<file path="config.mk">
export PLATFORM = sky130hd
export DESIGN_NAME = owc_top
export DESIGN_NICKNAME = d
export VERILOG_FILES = /design/src/core/owc_pkg.sv /design/src/core/owc_cnt_if.sv /design/src/core/owc_pair.sv /design/src/core/owc_irq.sv /design/src/core/owc_top.sv
export VERILOG_INCLUDE_DIRS = /design/src /design/src/core
export SDC_FILE = /design/constraint.sdc
export NUM_CORES = 1
export LEC_CHECK = 0
export ABC_AREA = 1
export BUFFER_PORTS_ARGS = -buffer_cell sky130_fd_sc_hd__clkbuf_2
export CELL_PAD_IN_SITES_DETAIL_PLACEMENT = 2
export CELL_PAD_IN_SITES_GLOBAL_PLACEMENT = 2
export CORE_ASPECT_RATIO = 0.6
export CORE_MARGIN = 2
export CORE_UTILIZATION = 36
export CTS_CLUSTER_DIAMETER = 30
export DETAILED_ROUTE_END_ITERATION = 7
export PLACE_DENSITY = 0.84
export SLEW_MARGIN = 20
export SYNTH_ARGS = -nofsm -noshare
export SYNTH_HDL_FRONTEND = slang
export SYNTH_SLANG_ARGS = --single-unit
</file>
<file path="constraint.sdc">
create_clock -name clock -period 3.05 [get_ports clock]
set_input_delay 0.4575 -clock clock [delete_from_list [all_inputs] [get_ports clock]]
set_output_delay 0.4575 -clock clock [all_outputs]
set_load 0.03 [all_outputs]
</file>
<file path="src/core/owc_regs.svh">
// Register map, field positions and reset values of the oscillator warm-up counter.
// Assumes a byte-wide register port with an 8-bit address.
`ifndef OWC_REGS_SVH
`define OWC_REGS_SVH

// Register offsets.
`define OWC_ADDR_LOWER_CTRL   8'h00
`define OWC_ADDR_UPPER_CTRL   8'h01
`define OWC_ADDR_LIMIT_LOW    8'h02
`define OWC_ADDR_LIMIT_HIGH   8'h03
`define OWC_ADDR_SYS_CTRL_TWO 8'h04
`define OWC_ADDR_COUNT_LOW    8'h05
`define OWC_ADDR_COUNT_HIGH   8'h06
`define OWC_ADDR_IRQ_STATUS   8'h07
`define OWC_ADDR_IRQ_MASK     8'h08
`define OWC_ADDR_STATE        8'h09

// Field positions in the counter control registers.
`define OWC_OUT_FLOP_BIT      7
`define OWC_RUN_BIT           3
`define OWC_SRC_MSB           6
`define OWC_SRC_LSB           4
`define OWC_MODE_MSB          2
`define OWC_MODE_LSB          0

// Field encodings.
`define OWC_SRC_SLOW          3'h4
`define OWC_SRC_FAST          3'h6
`define OWC_MODE_CASCADE      3'h3
`define OWC_MODE_WARMUP       3'h5

// Field positions in system control two.
`define OWC_FAST_EN_BIT       7
`define OWC_SLOW_EN_BIT       6
`define OWC_CLK_SEL_BIT       5

// Interrupt status bit of the match event.
`define OWC_IRQ_MATCH_BIT     0

// Reset values.
`define OWC_RST_CTRL          8'h00
`define OWC_RST_LIMIT         8'hff
`define OWC_RST_SYS_CTRL_TWO  8'h80
`define OWC_RST_IRQ           8'h00

// Programmable range of the limit; only the upper byte takes part.
`define OWC_LIMIT_MIN         16'h0100
`define OWC_LIMIT_MAX         16'hff00
`define OWC_SLOW_MAX_TIME_MS  1990
`define OWC_FAST_MIN_TIME_US  16
`define OWC_FAST_MAX_TIME_US  4080

`endif

</file>
<file path="src/core/owc_pkg.sv">
// Types and decode functions shared by the warm-up counter modules.
// Assumes owc_regs.svh is on the include path.
`include "owc_regs.svh"

package owc_pkg;

    // Run state of the counter pair, Gray coded along idle, count, done.
    typedef enum logic [1:0] {
        OWC_IDLE  = 2'b00,
        OWC_COUNT = 2'b01,
        OWC_DONE  = 2'b11
    } owc_state_t;

    // True when both control registers select cascaded warm-up operation.
    function automatic logic owc_warm_mode(input logic [7:0] lower, input logic [7:0] upper);
        owc_warm_mode = (lower[`OWC_MODE_MSB:`OWC_MODE_LSB] == `OWC_MODE_CASCADE) &&
                        (upper[`OWC_MODE_MSB:`OWC_MODE_LSB] == `OWC_MODE_WARMUP);
    endfunction

    // Picks the source tick named by the lower control register.
    function automatic logic owc_src_tick(input logic [7:0] lower, input logic slow, input logic fast);
        unique case (lower[`OWC_SRC_MSB:`OWC_SRC_LSB])
            `OWC_SRC_SLOW: owc_src_tick = slow;
            `OWC_SRC_FAST: owc_src_tick = fast;
            default:       owc_src_tick = 1'b0;
        endcase
    endfunction

endpackage

</file>
<file path="src/core/owc_cnt_if.sv">
// Interface between the warm-up counter top and its counter pair.
// Assumes one clock domain shared by both ends.
`timescale 1ns/100ps

interface owc_cnt_if;
    logic       tick;
    logic       enable;
    logic       restart;
    logic [7:0] limit_high;
    logic [15:0] count;
    logic       match;

    modport ctrl (output tick, output enable, output restart, output limit_high,
                  input count, input match);
    modport pair (input tick, input enable, input restart, input limit_high,
                  output count, output match);
endinterface

</file>
<file path="src/core/owc_pair.sv">
// Two cascaded 8-bit counters that form the 16-bit warm-up counter.
// Assumes tick is one clock wide per source clock edge.
`timescale 1ns/100ps

module owc_pair
    import owc_pkg::*;
(
    // Clock and reset.
    input wire logic clock,
    input wire logic rst,
    // Control side.
    owc_cnt_if.pair  cnt
);

    logic [15:0] inc;
    logic [1:0]  carry;
    logic        hit;

    // Each byte stage steps when all lower stages wrap, giving one 16-bit count.
    genvar g;
    generate
        for (g = 0; g < 2; g++) begin : g_stage
            logic [7:0] byte_q;
            if (g == 0) begin : g_first
                assign carry[g] = 1'b1;
            end else begin : g_next
                assign carry[g] = carry[g-1] & (g_stage[g-1].byte_q == 8'hff);
            end
            assign inc[8*g+7:8*g] = carry[g] ? 8'(byte_q + 8'h01) : byte_q;
            assign cnt.count[8*g+7:8*g] = byte_q;

            // Counts on a selected tick while enabled, clears on restart or on a limit hit, and holds otherwise.
            always_ff @(posedge clock) begin
                if (rst || cnt.restart) begin
                    byte_q <= 8'h00;
                end else if (cnt.enable && cnt.tick) begin
                    byte_q <= hit ? 8'h00 : inc[8*g+7:8*g];
                end
            end
        end
    endgenerate

    // Only the upper limit byte is compared; the low byte of the limit never matters.
    assign hit       = (inc[15:8] == cnt.limit_high);
    assign cnt.match = cnt.enable && cnt.tick && hit;

endmodule // owc_pair

</file>
<file path="src/core/owc_irq.sv">
// Sticky interrupt status with mask and one level output.
// Assumes events are one-cycle pulses and clears are write-one strobes.
`timescale 1ns/100ps
`include "owc_regs.svh"

module owc_irq
    import owc_pkg::*;
(
    // Clock and reset.
    input  wire logic       clock,
    input  wire logic       rst,
    // Events and software access.
    input  wire logic [7:0] event_in,
    input  wire logic [7:0] clear_in,
    input  wire logic       mask_we,
    input  wire logic [7:0] mask_in,
    // State.
    output logic [7:0]      status_q,
    output logic [7:0]      mask_q,
    output logic            irq_q
);

    logic [7:0] status_d;

    // A set arriving with its own clear wins, so no event is lost.
    assign status_d = (status_q & ~clear_in) | event_in;

    always_ff @(posedge clock) begin
        if (rst) begin
            status_q <= `OWC_RST_IRQ;
        end else begin
            status_q <= status_d;
        end
    end

    always_ff @(posedge clock) begin
        if (rst) begin
            mask_q <= `OWC_RST_IRQ;
        end else if (mask_we) begin
            mask_q <= mask_in;
        end
    end

    // The output follows the next status so it rises with the sticky bit.
    always_ff @(posedge clock) begin
        if (rst) begin
            irq_q <= 1'b0;
        end else begin
            irq_q <= |(status_d & (mask_we ? mask_in : mask_q));
        end
    end

endmodule // owc_irq

</file>
<file path="src/core/owc_top.sv">
// Top of the oscillator warm-up counter with its register port.
// Assumes source ticks are one-clock pulses synchronous to clock.
`timescale 1ns/100ps
`include "owc_regs.svh"

module owc_top
    import owc_pkg::*;
(
    // Clock and reset.
    input  wire logic       clock,
    input  wire logic       rst,
    // Register port.
    input  wire logic [7:0] addr,
    input  wire logic [7:0] wr_data,
    input  wire logic       wr_strobe,
    input  wire logic       rd_strobe,
    output logic [7:0]      rd_data_q,
    // Source clock ticks.
    input  wire logic       slow_source_clock,
    input  wire logic       fast_source_clock,
    // Oscillator and clock selection.
    output logic            fast_osc_enable_q,
    output logic            slow_osc_enable_q,
    output logic            sys_clock_select_q,
    // Timer output flops.
    output logic            lower_out_flop_q,
    output logic            upper_out_flop_q,
    // Interrupt.
    output logic            warmup_match_irq
);

    logic [7:0] lower_counter_control_q;
    logic [7:0] upper_counter_control_q;
    logic [7:0] limit_low_byte_q;
    logic [7:0] limit_high_byte_q;
    logic [7:0] system_control_two_q;
    owc_state_t state_q;
    owc_state_t state_d;
    logic       warm;
    logic       run;
    logic       start;
    logic       wr_lower;
    logic       wr_upper;
    logic       wr_sys;
    logic [7:0] irq_event;
    logic [7:0] irq_clear;
    logic [7:0] irq_status;
    logic [7:0] irq_mask;
    logic [7:0] rd_d;

    owc_cnt_if cnt ();

    // Write decodes.
    assign wr_lower = wr_strobe && (addr == `OWC_ADDR_LOWER_CTRL);
    assign wr_upper = wr_strobe && (addr == `OWC_ADDR_UPPER_CTRL);
    assign wr_sys   = wr_strobe && (addr == `OWC_ADDR_SYS_CTRL_TWO);

    // Lower control selects source and cascaded operation; 43H or 63H in warm-up use.
    always_ff @(posedge clock) begin
        if (rst) begin
            lower_counter_control_q <= `OWC_RST_CTRL;
        end else if (wr_lower) begin
            lower_counter_control_q <= wr_data;
        end
    end

    // Upper control holds mode and the pair's run bit; 05H leaves run low.
    always_ff @(posedge clock) begin
        if (rst) begin
            upper_counter_control_q <= `OWC_RST_CTRL;
        end else if (wr_upper) begin
            upper_counter_control_q <= wr_data;
        end
    end

    // Limit bytes; only the high byte feeds the compare.
    always_ff @(posedge clock) begin
        if (rst) begin
            limit_low_byte_q <= `OWC_RST_LIMIT;
        end else if (wr_strobe && addr == `OWC_ADDR_LIMIT_LOW) begin
            limit_low_byte_q <= wr_data;
        end
    end

    always_ff @(posedge clock) begin
        if (rst) begin
            limit_high_byte_q <= `OWC_RST_LIMIT;
        end else if (wr_strobe && addr == `OWC_ADDR_LIMIT_HIGH) begin
            limit_high_byte_q <= wr_data;
        end
    end

    // System control two; the oscillator order is software's duty.
    always_ff @(posedge clock) begin
        if (rst) begin
            system_control_two_q <= `OWC_RST_SYS_CTRL_TWO;
        end else if (wr_sys) begin
            system_control_two_q <= wr_data;
        end
    end

    // Oscillator enables and clock select drive straight from their bits.
    always_ff @(posedge clock) begin
        if (rst) begin
            fast_osc_enable_q  <= 1'(`OWC_RST_SYS_CTRL_TWO >> `OWC_FAST_EN_BIT);
            slow_osc_enable_q  <= 1'(`OWC_RST_SYS_CTRL_TWO >> `OWC_SLOW_EN_BIT);
            sys_clock_select_q <= 1'(`OWC_RST_SYS_CTRL_TWO >> `OWC_CLK_SEL_BIT);
        end else if (wr_sys) begin
            fast_osc_enable_q  <= wr_data[`OWC_FAST_EN_BIT];
            slow_osc_enable_q  <= wr_data[`OWC_SLOW_EN_BIT];
            sys_clock_select_q <= wr_data[`OWC_CLK_SEL_BIT];
        end
    end

    // Output flops take their initial values on a control write. In warm-up mode they
    // never toggle, so a nonzero initial value shows as a steady level on the pin.
    always_ff @(posedge clock) begin
        if (rst) begin
            lower_out_flop_q <= 1'b0;
            upper_out_flop_q <= 1'b0;
        end else begin
            if (wr_lower) begin
                lower_out_flop_q <= wr_data[`OWC_OUT_FLOP_BIT];
            end
            if (wr_upper) begin
                upper_out_flop_q <= wr_data[`OWC_OUT_FLOP_BIT];
            end
        end
    end

    // Mode and run decode.
    assign warm  = owc_warm_mode(lower_counter_control_q, upper_counter_control_q);
    assign run   = upper_counter_control_q[`OWC_RUN_BIT];
    assign start = wr_upper && wr_data[`OWC_RUN_BIT] && !run;

    // Run state: idle until started, counting until stopped, done after a match.
    always_comb begin
        state_d = state_q;
        unique case (state_q)
            OWC_IDLE: begin
                if (run && warm) begin
                    state_d = OWC_COUNT;
                end
            end
            OWC_COUNT: begin
                if (!run || !warm) begin
                    state_d = OWC_IDLE;
                end else if (cnt.match) begin
                    state_d = OWC_DONE;
                end
            end
            OWC_DONE: begin
                if (!run || !warm) begin
                    state_d = OWC_IDLE;
                end
            end
            default: state_d = OWC_IDLE;
        endcase
    end

    always_ff @(posedge clock) begin
        if (rst) begin
            state_q <= OWC_IDLE;
        end else begin
            state_q <= state_d;
        end
    end

    // The pair keeps counting after a match until software stops it.
    assign cnt.tick       = owc_src_tick(lower_counter_control_q, slow_source_clock, fast_source_clock);
    assign cnt.enable     = warm && run && (state_q != OWC_IDLE);
    assign cnt.restart    = start;
    assign cnt.limit_high = limit_high_byte_q;

    owc_pair u_pair (
        .clock (clock),
        .rst   (rst),
        .cnt   (cnt)
    );

    // Match is the only event; status clears by writing a one.
    assign irq_event = 8'(cnt.match) << `OWC_IRQ_MATCH_BIT;
    assign irq_clear = (wr_strobe && addr == `OWC_ADDR_IRQ_STATUS) ? wr_data : 8'h00;

    owc_irq u_irq (
        .clock    (clock),
        .rst      (rst),
        .event_in (irq_event),
        .clear_in (irq_clear),
        .mask_we  (wr_strobe && addr == `OWC_ADDR_IRQ_MASK),
        .mask_in  (wr_data),
        .status_q (irq_status),
        .mask_q   (irq_mask),
        .irq_q    (warmup_match_irq)
    );

    // Read multiplexer; unmapped addresses read as zero.
    always_comb begin
        unique case (addr)
            `OWC_ADDR_LOWER_CTRL:   rd_d = lower_counter_control_q;
            `OWC_ADDR_UPPER_CTRL:   rd_d = upper_counter_control_q;
            `OWC_ADDR_LIMIT_LOW:    rd_d = limit_low_byte_q;
            `OWC_ADDR_LIMIT_HIGH:   rd_d = limit_high_byte_q;
            `OWC_ADDR_SYS_CTRL_TWO: rd_d = system_control_two_q;
            `OWC_ADDR_COUNT_LOW:    rd_d = cnt.count[7:0];
            `OWC_ADDR_COUNT_HIGH:   rd_d = cnt.count[15:8];
            `OWC_ADDR_IRQ_STATUS:   rd_d = irq_status;
            `OWC_ADDR_IRQ_MASK:     rd_d = irq_mask;
            `OWC_ADDR_STATE:        rd_d = {6'h00, state_q};
            default:                rd_d = 8'h00;
        endcase
    end

    // Read data stand one cycle after the strobe and only then.
    always_ff @(posedge clock) begin
        if (rst) begin
            rd_data_q <= 8'h00;
        end else begin
            rd_data_q <= rd_strobe ? rd_d : 8'h00;
        end
    end

endmodule // owc_top

</file>
==> results of run 1 <==
-- worst register-to-register path, stage by stage, from the launching register on --
cell	delay, ns
dfxtp_1	0.33
ha_1	0.25
nand3_2	0.13
inv_1	0.13
nand2_2	0.20
nand2_1	0.11
nand2_1	0.15
nand2_1	0.09
nand2_1	0.10
nand2_1	0.07
nor2_2	0.18
nand2_2	0.14
nand2_4	0.24
nor2_1	0.08
-- state kept, by name, summed over array words and instances, names as in the netlist --
signal	count
cnt.limit_high	8
limit_low_byte_q	8
lower_counter_control_q	8
rd_data_q	8
state_q	2
system_control_two_q	8
u_irq.irq_q	1
u_irq.mask_q	8
u_irq.status_q	8
u_pair.g_stage.byte_q	16
upper_counter_control_q	8
-- routing by layer --
| layer | vias to the layer above | track usage (%) | share of wire (%) |
|---|---|---|---|
| met5 | - | 0 | 0 |
| met4 | 0 | 4.63 | 0.63 |
| met3 | 11 | 6.23 | 6.3 |
| met2 | 119 | 44.4 | 44 |
| met1 | 2142 | 40.6 | 49 |
| li1 | 2029 | - | - |
-- cell families (layout without fill, tap and decap cells) --
family                   Yosys count  count (layout)
AO/OA/AOI/OAI                    114             114
AND/OR/NAND/NOR                  298             298
flip-flops                        83              83
adder cells (fa/ha/maj)            2               2
XOR/XNOR                           6               6
buffers and inverters            103             144
-- final cells by class --
| type | instances | area, sq um | area share (%) |
|---|---|---|---|
| inverter | 89 | 335 | 6.96 |
| timing repair buffer | 39 | 205 | 4.26 |
| sequential | 83 | 1660 | 34.5 |
| tap | 160 | 200 | 4.15 |
| clock inverter | 6 | 68.8 | 1.43 |
| multi-input combinational | 420 | 2110 | 43.8 |
| clock buffer | 10 | 239 | 4.96 |
-- cell usage in the layout (no fill, tap or decap), drive strengths merged, types with 2 or more instances in the layout --
master    n
a21oi    38
a22oi     3
and3      5
buf       4
clkbuf   45
clkinv    4
dfxtp    83
ha        2
inv      89
nand2   168
nand3    33
nand3b    2
nand4    17
nor2     66
nor3      5
o211ai   15
o21ai    46
o22ai     9
xnor2     2
xor2      4
-- worst max-delay path by stage --
stage / start / endpoint / slack [ns]
after floorplan: addr[7] / u_pair.g_stage[1].byte_q[5]$_SDFFE_PP0P_ / 1.29
after global placement: addr[7] / limit_low_byte_q[6]$_SDFFE_PP1P_ / 0.82
after detailed placement: slow_source_clock / u_pair.g_stage[1].byte_q[4]$_SDFFE_PP0P_ / 0.70
after CTS: u_pair.g_stage[0].byte_q[0]$_SDFFE_PP0P_ / u_pair.g_stage[1].byte_q[4]$_SDFFE_PP0P_ / 0.79
after global routing: u_pair.g_stage[0].byte_q[0]$_SDFFE_PP0P_ / u_pair.g_stage[1].byte_q[4]$_SDFFE_PP0P_ / 0.58
final: u_pair.g_stage[0].byte_q[0]$_SDFFE_PP0P_ / u_pair.g_stage[1].byte_q[4]$_SDFFE_PP0P_ / 0.76
-- report_power, final --
part           switching, mW  total, mW  internal, mW
combinational         0.0735     0.0946        0.0211
sequential          0.000969       1.09          1.08
clock                  0.478       1.14         0.665
==> impl_metrics.env, run 1 <==
export IMPL_syn2layout_area_growth_pct=15.0
export IMPL_cpMostUsedCell="nand2_1"
export IMPL_r2r_start="u_pair.g_stage[0].byte_q[0]$_SDFFE_PP0P_"
export IMPL_cts_root_buf="clkbuf_16"
export IMPL_cpMaxStageDelayCell="dfxtp_1"
export IMPL_ant_nets=0
export IMPL_drt_iter0_markers=250
export IMPL_cp_max_fo=15
export IMPL_ios=36
export IMPL_synth_mux_area_share_pct=0
export IMPL_fin_crit_sh_pct=75.1
export IMPL_postSynthCellCount=606
export IMPL_r2r_end="u_pair.g_stage[1].byte_q[4]$_SDFFE_PP0P_"
export IMPL_grt_pass1_wl_mm=26.0
export IMPL_diodes=0
export IMPL_synth_compound_area_share_pct=15.3
export IMPL_finalHoldViolations=0
export IMPL_finalSetupViolations=0
export IMPL_synth_top_area_share_pct=39.7
export IMPL_nNetsFinal=666
export IMPL_layout_cells_non_filler=807
export IMPL_cts_setup_buffers=0
export IMPL_synth_top_family_by_area="simple AND/OR/NAND/NOR gates"
export IMPL_worstPathCellList="ha_1, nand3_2, inv_1, nand2_2, nand2_1, nand2_1, nand2_1, nand2_1, nand2_1, nor2_2, nand2_2, nand2_4, nor2_1"
export IMPL_drc=0
export IMPL_yosys_warnings=0
export IMPL_power_per_cell_area_nw_per_um2=482
export IMPL_clock_latency_ns=0.34
export IMPL_period_needed_ns=2.29
export IMPL_die_w_um=143
export IMPL_maxCapViolations=0
export IMPL_status="complete, no violations"
export IMPL_cp_arrival_ns=2.51
export IMPL_numCtsBuffers=9
export IMPL_cts_hold_fix_buffers=0
export IMPL_overflow=0
export IMPL_synth_area_leaders="dfxtp_1 (40%), nand2_1 (14%), inv_1 (7.2%), o21ai_0 (5.4%), a21oi_1 (4.5%)"
export IMPL_start_util_pct=37.0
export IMPL_final_area_sq_um=4820
export IMPL_yosysSeqAreaShare_pct=39.7
export IMPL_required_ns=3.27
export IMPL_netlist_area_sq_um=4190
export IMPL_cp_end_kind="register"
export IMPL_synthSimpleGateAreaFrac_pct=33.3
export IMPL_vdd_ir_drop_max_uv=262
export IMPL_htree_levels=3
export IMPL_min_path_cells=3
export IMPL_hold_path_endpoint="cnt.limit_high[5]$_SDFFE_PP1P_"
export IMPL_utilization_pct=42.5
export IMPL_syn_avg_cell_area_sq_um=6.91
export IMPL_leakage_nw=2.17
export IMPL_r2r_setup_slack_ns=0.76
export IMPL_placed_cell_area_sq_um=4510
export IMPL_hold_path_class="in2reg"
export IMPL_fillers=1355
export IMPL_skew_ns=0.0109
export IMPL_worst_path_largest_cell_delay_ns=0.33
export IMPL_holdWs_ns=0.397
export IMPL_synth_fa_ha_area_share_pct=0.597
export IMPL_place_hpwl_mm=13.1
export IMPL_via_count=4301
export IMPL_start_kind="register"
export IMPL_timing_critical_path_buf_inv=1
export IMPL_yosys_top_cells_count="nand2_1 (158), dfxtp_1 (83), inv_1 (80), o21ai_0 (45), nor2_1 (43)"
export IMPL_ys_ff_latch=83
export IMPL_grt_pass1_vias=4479
export IMPL_hold_start="wr_data[5]"
export IMPL_synth_cell_type_count=37
export IMPL_yosysTopAreaCell="dfxtp_1"
export IMPL_slew_viol_final=0
export IMPL_timing_final_ws_setup_ns=0.759
export IMPL_clk_pin_slew_worst_paths_ns=0.06
export IMPL_dp_cells=791
export IMPL_relSlewSlack_pct=55.2
export IMPL_r2r_cells=13
export IMPL_vias_per_cell=5.33
export IMPL_worstSetupPathType="reg2reg"
export IMPL_tns_ns=0
export IMPL_cp_top_family="simple AND/OR/NAND/NOR gates"
export IMPL_rsz0062_at_grt="false"
export IMPL_clock_sinks=83
export IMPL_antenna_found_initial=1
export IMPL_synth_xor_area_share_pct=1.25
export IMPL_firstDrtPassIters=5
export IMPL_cts_tree="done"
export IMPL_drive_above_1_share_pct=15.8
export IMPL_power_total_mw=2.32
export IMPL_max_freq_mhz=436
export IMPL_numPortBuffers=35
export IMPL_dieArea_sq_um=12500
export IMPL_drt_total_wl_mm=16.9
export IMPL_wl_per_cell_um=20.9
export IMPL_synth_most_common_cell="nand2_1"
export IMPL_place_ws_ns=0.700
export IMPL_tightest_slew_ns=0.671
export IMPL_gp_congestion=0.847
export IMPL_dieHeight_um=87.6
export IMPL_cts_max_path_buffers=2
export IMPL_synth_edf_count=0
export IMPL_grt_start_max_net_pins=30
export IMPL_synth_flop_cell="dfxtp_1"
export IMPL_post_cts_resized=0
export IMPL_core_region_area_sq_um=11300
export IMPL_synthArstFlopShare_pct=0
export IMPL_placementRows=30
export IMPL_track_usage_pct=28.2
export IMPL_synth_fp_nets=630
export IMPL_path_depth=13
Power figures use the tool's default switching activity.
==> run 2: changes to the inputs <==
--- a/config.mk
+++ b/config.mk
@@ -6,16 +6,16 @@
 export SDC_FILE = /design/constraint.sdc
 export NUM_CORES = 1
 export LEC_CHECK = 0
-export ABC_AREA = 1
+export ABC_AREA = 0
 export BUFFER_PORTS_ARGS = -buffer_cell sky130_fd_sc_hd__clkbuf_2
 export CELL_PAD_IN_SITES_DETAIL_PLACEMENT = 2
 export CELL_PAD_IN_SITES_GLOBAL_PLACEMENT = 2
 export CORE_ASPECT_RATIO = 0.6
 export CORE_MARGIN = 2
-export CORE_UTILIZATION = 36
+export CORE_UTILIZATION = 37
 export CTS_CLUSTER_DIAMETER = 30
 export DETAILED_ROUTE_END_ITERATION = 7
-export PLACE_DENSITY = 0.84
+export PLACE_DENSITY = 0.79
 export SLEW_MARGIN = 20
 export SYNTH_ARGS = -nofsm -noshare
 export SYNTH_HDL_FRONTEND = slang
==> constraint.sdc (replaced) <==
create_clock -name clock -period 2.3 [get_ports clock]
set_input_delay 0.345 -clock clock [delete_from_list [all_inputs] [get_ports clock]]
set_output_delay 0.345 -clock clock [all_outputs]
set_load 0.03 [all_outputs]
==> run 2 against run 1 <==
- the flow now finishes with violations (setup timing)
- total power up 31%
- sequential share of layout area down 1.1 points
- wire length up 7.5%
- worst hold slack worse by 0.14 ns
- largest power group is now sequential cells
==> impl_metrics.env, run 2 <==
export IMPL_yosys_top_cells_count="dfxtp_1 (83), nor2_1 (58), nand2_1 (51), a21oi_1 (25), mux2i_1 (22)"
export IMPL_power_per_cell_area_nw_per_um2=609
export IMPL_ant_nets=0
export IMPL_postSynthCellCount=445
export IMPL_synth_top_area_share_pct=41.3
export IMPL_syn_avg_cell_area_sq_um=9.03
export IMPL_synthArstFlopShare_pct=0
export IMPL_regArea_sq_um=1670
export IMPL_drt_iter0_markers=323
export IMPL_via_count=4089
export IMPL_netlist_area_sq_um=4020
export IMPL_cts_max_path_buffers=2
export IMPL_cp_end_kind="register"
export IMPL_period_needed_ns=2.37
export IMPL_r2r_start="u_pair.g_stage[1].byte_q[2]$_SDFFE_PP0P_"
export IMPL_wl_per_cell_um=27.5
export IMPL_nNetsFinal=541
export IMPL_numCtsBuffers=9
export IMPL_leakage_nw=2.10
export IMPL_slew_viol_final=0
export IMPL_vias_per_cell=6.19
export IMPL_die_w_um=139
export IMPL_cp_arrival_ns=2.64
export IMPL_ys_ff_latch=83
export IMPL_drc=0
export IMPL_antenna_found_initial=1
export IMPL_core_region_area_sq_um=10600
export IMPL_worstSetupEndpoint="u_irq.irq_q$_SDFF_PP0_"
export IMPL_yosys_warnings=0
export IMPL_placementRows=29
export IMPL_drive_above_1_share_pct=25.9
export IMPL_skew_ns=0.0106
export IMPL_status="complete, but fails checks"
export IMPL_track_usage_pct=31.4
export IMPL_finalHoldViolations=0
export IMPL_r2r_cells=7
export IMPL_drt_total_wl_mm=18.2
export IMPL_start_util_pct=38.1
export IMPL_dieArea_sq_um=11700
export IMPL_cts_root_buf="clkbuf_16"
export IMPL_synth_area_leaders="dfxtp_1 (41%), mux2i_1 (5.5%), nor2_1 (5.4%), mux4_2 (5.0%), nand2_1 (4.8%)"
export IMPL_cp_max_fo=8
export IMPL_place_ws_ns=-0.371
export IMPL_maxCapViolations=0
export IMPL_clock_latency_ns=0.36
export IMPL_r2r_end="u_irq.irq_q$_SDFF_PP0_"
export IMPL_yosysTopAreaCell="dfxtp_1"
export IMPL_multi_input_area_sq_um=2260
export IMPL_firstDrtPassIters=5
export IMPL_synth_most_common_cell="dfxtp_1"
export IMPL_r2r_setup_slack_ns=-0.07
export IMPL_crit_start="u_pair.g_stage[1].byte_q[2]$_SDFFE_PP0P_"
export IMPL_clk_pin_slew_worst_paths_ns=0.07
export IMPL_ios=36
export IMPL_relSlewSlack_pct=45.4
export IMPL_utilization_pct=47.3
export IMPL_grt_start_max_net_pins=34
export IMPL_final_area_sq_um=4990
export IMPL_syn2layout_area_growth_pct=24.2
export IMPL_placed_cell_area_sq_um=4610
export IMPL_violations="setup timing"
export IMPL_fin_crit_sh_pct=103
export IMPL_place_hpwl_mm=11.3
export IMPL_cts_tree="done"
export IMPL_tightest_slew_ns=0.815
export IMPL_hold_path_class="in2reg"
export IMPL_grt_pass1_wl_mm=27.5
export IMPL_top_register="u_pair.g_stage.byte_q"
export IMPL_layout_cells_non_filler=661
export IMPL_synth_edf_count=0
export IMPL_yosysSeqAreaShare_pct=41.3
export IMPL_fillers=1122
export IMPL_dp_cells=644
export IMPL_timing_final_ws_setup_ns=-0.0656
export IMPL_start_kind="register"
export IMPL_gp_congestion=0.891
export IMPL_required_ns=2.57
export IMPL_largest_reg_flops=16
export IMPL_vdd_ir_drop_max_uv=510
export IMPL_finalSetupViolations=19
export IMPL_max_freq_mhz=423
export IMPL_rsz0062_at_grt="true"
export IMPL_worstSetupPathType="reg2reg"
export IMPL_numPortBuffers=35
export IMPL_layout_common_cells="dfxtp_1 (80), nor2_1 (58), nand2_1 (51)"
export IMPL_synth_fp_nets=469
export IMPL_mostFrequentLayoutCell="dfxtp_1"
export IMPL_grt_pass1_vias=4412
export IMPL_clock_sinks=83
export IMPL_synth_cell_type_count=51
export IMPL_cts_hold_fix_buffers=0
export IMPL_overflow=0
export IMPL_diodes=0
export IMPL_dieHeight_um=84.7
export IMPL_htree_levels=3
export IMPL_synth_flop_cell="dfxtp_1"
[run 2: changes by cell type in the layout (fill, tap and decap cells not counted), sizes merged, moves of 7 or more]
cell / before / now
mux4: 0 / 10
nor2: 66 / 58
xnor2: 2 / 10
inv: 89 / 10
buf: 4 / 50
and2: 1 / 13
mux2i: 0 / 22
a21oi: 38 / 25
nand3: 33 / 19
o21ai: 46 / 14
nand2: 168 / 51
xor2: 4 / 14
o22ai: 9 / 2
and3: 5 / 12
[run 2: through the flow]
stage | TNS (ns) | power, mW | hold WS [ns]
2_1_floorplan | 0 | 1.54 | 0.425
3_3_place_gp | -1.51 | 1.62 | 0.437
3_5_place_dp | -4.01 | 1.62 | 0.451
4_1_cts | 0 | 3.02 | 0.251
5_1_grt | -2.48 | 3.12 | 0.267
6_report | -0.944 | 3.04 | 0.253
[run 2: kinds of logic (layout without fill, tap and decap cells)]
logic type               after synthesis  in the layout  share of synthesized area, %
XOR/XNOR                              24             24                          5.23
flip-flops                            83             83                          41.3
buffers and inverters                 34            111                          4.36
adder cells (fa/ha/maj)                2              2                         0.623
AO/OA/AOI/OAI                         79             79                          13.0
AND/OR/NAND/NOR                      187            187                          23.2
multiplexers                          36             36                          12.3
[run 2: worst max-delay path: stages (launching register included)]
cell and delay [ns]:
dfxtp_1 0.64, nand3_1 0.26, nor4_4 0.24, mux2i_1 0.13
o311a_1 0.42, buf_6 0.16, o31ai_4 0.27, o2bb2ai_1 0.15
[run 2: worst min path at each step]
stage,cells after the start,slack [ns],startpoint,end
after floorplan,2,0.43,system_control_two_q[0]$_SDFFE_PP0P_,system_control_two_q[0]$_SDFFE_PP0P_
after global placement,2,0.44,system_control_two_q[0]$_SDFFE_PP0P_,system_control_two_q[0]$_SDFFE_PP0P_
after global routing,3,0.27,wr_data[2],system_control_two_q[2]$_SDFFE_PP0P_
final,3,0.25,wr_data[2],system_control_two_q[2]$_SDFFE_PP0P_
after detailed placement,2,0.45,system_control_two_q[4]$_SDFFE_PP0P_,system_control_two_q[4]$_SDFFE_PP0P_
after CTS,3,0.25,wr_data[2],system_control_two_q[2]$_SDFFE_PP0P_
[run 2: what timing repair did]
action                                  CTS  global route
pin swaps                                 5             3
resized for setup                        11             9
endpoints found under the setup margin   18            19
buffers inserted                          2             0
[run 2: final cells by class]
cell class	instances	share of cell area, %
clock buffer	11	4.86
clock inverter	5	0.752
inverter	10	0.752
multi-input combinational	328	45.4
sequential	83	33.4
tap	139	3.48
timing repair buffer	85	11.4
[run 2: layer usage]
metal	part of all wire, %	global-route usage, %	up-vias	routed length [um]
li1	-	-	1732	-
met1	43	39.3	2101	7850
met2	47	51.9	196	8580
met3	5.6	7.19	60	1020
met4	4.0	14.6	0	732
met5	0	0	-	0
[run 2: report_power, final]
| group | internal (mW) | leakage, nW | switching (mW) |
|---|---|---|---|
| Combinational | 0.0531 | 1.30 | 0.114 |
| Clock | 0.767 | 0.132 | 0.667 |
| Sequential | 1.44 | 0.671 | 0.00120 |
==> run 3: changes to the inputs <==
--- a/config.mk
+++ b/config.mk
@@ -13,10 +13,12 @@
 export CORE_ASPECT_RATIO = 0.6
 export CORE_MARGIN = 2
 export CORE_UTILIZATION = 37
+export CTS_BUF_LIST = sky130_fd_sc_hd__clkbuf_8 sky130_fd_sc_hd__clkbuf_16
 export CTS_CLUSTER_DIAMETER = 30
 export DETAILED_ROUTE_END_ITERATION = 7
-export PLACE_DENSITY = 0.79
+export PLACE_DENSITY = 0.8
 export SLEW_MARGIN = 20
 export SYNTH_ARGS = -nofsm -noshare
 export SYNTH_HDL_FRONTEND = slang
+export SYNTH_HIERARCHICAL = 1
 export SYNTH_SLANG_ARGS = --single-unit
==> run 3 against run 2 <==
- setup slack lost 0.13 ns
- clock power increased by 21%
- cell count rose by 16%
- worst hold slack improved by 0.083 ns
- sequential cell count is the same
- clock skew is 0.0019 ns lower
- synthesized cell count up 14%
- the run still ends with setup timing left
- non-clock buffer count grew 18
- global-route usage is 3.4 points higher
- wire length grew 35%
- critical endpoint is now u_pair/g_stage[1].byte_q[7]$_SDFFE_PP0P_
- critical path depth is 3 higher
- total power up 14%
==> impl_metrics.env, run 3 <==
export IMPL_nNetsFinal=622
export IMPL_p_sw_share_pct=25.0
export IMPL_cpMaxStageDelayCell="dfxtp_2"
export IMPL_grt_pass1_wl_mm=31.9
export IMPL_drt_total_wl_mm=24.6
export IMPL_synthArstFlopShare_pct=0
export IMPL_postSynthCellCount=509
export IMPL_dieHeight_um=88.3
export IMPL_clk_pin_slew_worst_paths_ns=0.07
export IMPL_yosys_warnings=6
export IMPL_violations="setup timing"
export IMPL_wl_per_cell_um=32.2
export IMPL_finalSetupViolations=19
export IMPL_switchingPower_uw=864
export IMPL_via_count=4827
export IMPL_yosysTopAreaCell="dfxtp_1"
export IMPL_cp_max_fo=5
export IMPL_antenna_found_initial=3
export IMPL_layout_cells_non_filler=764
export IMPL_drt_iter0_markers=537
export IMPL_largest_reg_flops=16
export IMPL_vdd_ir_drop_max_uv=371
export IMPL_syn_avg_cell_area_sq_um=8.61
export IMPL_maxCapViolations=0
export IMPL_status="complete, but fails checks"
export IMPL_synth_flop_cell="dfxtp_1"
export IMPL_placementRows=30
export IMPL_mostFrequentLayoutCell="dfxtp_1"
export IMPL_cts_tree="done"
export IMPL_worstSetupPathType="reg2reg"
export IMPL_skew_ns=0.00868
export IMPL_ys_ff_latch=83
export IMPL_yosysSeqAreaShare_pct=37.9
export IMPL_power_total_mw=3.46
export IMPL_ant_nets=0
export IMPL_timing_critical_path_buf_inv=3
export IMPL_die_w_um=144
export IMPL_pwr_share_seq_pct=42.2
export IMPL_synth_area_leaders="dfxtp_1 (38%), mux2i_1 (8.7%), nand2_1 (5.6%), nor2_1 (4.5%), a21oi_1 (3.1%)"
export IMPL_final_area_sq_um=5740
export IMPL_numCtsBuffers=9
export IMPL_grt_pass1_vias=4875
export IMPL_cts_max_path_buffers=2
export IMPL_hold_path_class="in2reg"
export IMPL_worstPathCellList="nand4_1, buf_4, nor4_4, xnor2_1, a211oi_2, nand3_4, buf_12, buf_6, o21ai_1, nand2_1"
export IMPL_max_freq_mhz=401
export IMPL_cp_arrival_ns=2.71
export IMPL_grt_use_met1_pct=47.2
export IMPL_grtUsageMet2_pct=55.7
export IMPL_firstDrtPassIters=5
export IMPL_power_per_cell_area_nw_per_um2=602
export IMPL_required_ns=2.52
export IMPL_htree_levels=3
export IMPL_slew_viol_final=0
export IMPL_track_usage_pct=34.8
export IMPL_syn2layout_area_growth_pct=31.1
export IMPL_timing_final_ws_setup_ns=-0.193
export IMPL_holdWs_ns=0.336
export IMPL_overflow=0
export IMPL_fin_crit_sh_pct=108
export IMPL_start_util_pct=38.4
export IMPL_vias_per_cell=6.32
export IMPL_cts_hold_fix_buffers=0
export IMPL_clock_latency_ns=0.35
export IMPL_layout_common_cells="dfxtp_1 (76), nand2_1 (63), buf_4 (62)"
export IMPL_dieArea_sq_um=12800
export IMPL_worst_path_largest_cell_delay_ns=0.44
export IMPL_synth_top_area_share_pct=37.9
export IMPL_placed_cell_area_sq_um=5100
export IMPL_place_hpwl_mm=14.3
export IMPL_dp_cells=737
export IMPL_regArea_sq_um=1670
export IMPL_tightest_slew_ns=0.795
export IMPL_start_kind="register"
export IMPL_place_ws_ns=-0.227
export IMPL_leakage_nw=2.30
export IMPL_finalHoldViolations=0
export IMPL_cts_root_buf="clkbuf_16"
export IMPL_grt_busiest_layer="met2"
export IMPL_netlist_area_sq_um=4380
export IMPL_rsz0062_at_grt="true"
export IMPL_yosys_top_cells_count="dfxtp_1 (83), nand2_1 (65), nor2_1 (52), mux2i_1 (38), a21oi_1 (27)"
export IMPL_comb_power_share_pct=7.7
export IMPL_period_needed_ns=2.49
export IMPL_synth_cell_type_count=67
export IMPL_drc=0
export IMPL_synth_most_common_cell="dfxtp_1"
export IMPL_fillers=1223
export IMPL_multi_input_area_sq_um=2760
export IMPL_drive_above_1_share_pct=31.7
export IMPL_pwr_share_clk_pct=50.2
export IMPL_synth_edf_count=0
export IMPL_internal_power_mw=2.59
export IMPL_cp_end_kind="register"
export IMPL_relSlewSlack_pct=46.8
export IMPL_gp_congestion=0.903
export IMPL_numPortBuffers=35
export IMPL_clock_sinks=83
export IMPL_grt_start_max_net_pins=32
export IMPL_gr_usage_met3_pct=9.58
export IMPL_top_register="u_pair/g_stage.byte_q"
export IMPL_cp_top_family="simple AND/OR/NAND/NOR gates"
export IMPL_core_region_area_sq_um=11400
export IMPL_ios=36
run 3: logic make-up (layout without fill, tap and decap cells):
family	Yosys count	in the layout	synth area share, %
AO/OA/AOI/OAI	83	83	13.3
XOR/XNOR	17	17	3.40
adder cells (fa/ha/maj)	2	2	0.571
buffers and inverters	42	130	4.77
flip-flops	83	83	37.9
multiplexers	46	46	11.0
other	1	8	0.0856
AND/OR/NAND/NOR	235	235	29.0
run 3: area by class of cell:
class,count,area share [%]
diodes,1,0.0436
clock buffers,9,3.92
clock inverters,7,2.03
inverters,11,0.719
multi-input cells,390,48.1
flip-flops and latches,83,29.1
well taps,160,3.49
repair buffers,103,12.6
run 3: layer usage:
layer / wire length (um) / share of wire, %
met5: 0 / 0
met1: 10400 / 42
met4: 1100 / 4.5
met3: 2470 / 10
met2: 10700 / 43
run 3: through the flow:
stage / utilization, % / TNS [ns]
2_1_floorplan: - / 0
3_3_place_gp: 44.7 / -0.173
3_5_place_dp: 44.7 / -1.09
4_1_cts: 48.7 / 0
5_1_grt: 50.3 / -3.33
6_report: 50.3 / -2.46
run 3: final timing paths:
kind                                         endpoint  slack (ns)  depth (start not counted)                                      from
min                  limit_low_byte_q[1]$_SDFFE_PP1P_        0.34                          2                                       rst
max reg2reg  u_pair/g_stage[1].byte_q[7]$_SDFFE_PP0P_       -0.19                         10  u_pair/g_stage[1].byte_q[3]$_SDFFE_PP0P_
max          u_pair/g_stage[1].byte_q[7]$_SDFFE_PP0P_       -0.19                         10  u_pair/g_stage[1].byte_q[3]$_SDFFE_PP0P_
min reg2reg          limit_low_byte_q[5]$_SDFFE_PP1P_        0.50                          2          limit_low_byte_q[5]$_SDFFE_PP1P_
run 3: power by group through the flow:
stage               clock network, mW  registers [mW]  logic [mW]
floorplan                           0            1.49       0.108
global placement                    0            1.49       0.221
detailed placement                  0            1.49       0.231
CTS                              1.71            1.46       0.238
global route                     1.79            1.46       0.269
finish                           1.73            1.46       0.265
run 3: what timing repair did:
item | 4_1_cts | 5_1_grt
pin swaps | 7 | 20
cloned | 0 | 0
gates resized for setup | 20 | 31
endpoints found under the setup margin | 9 | 18
setup buffers | 4 | 6
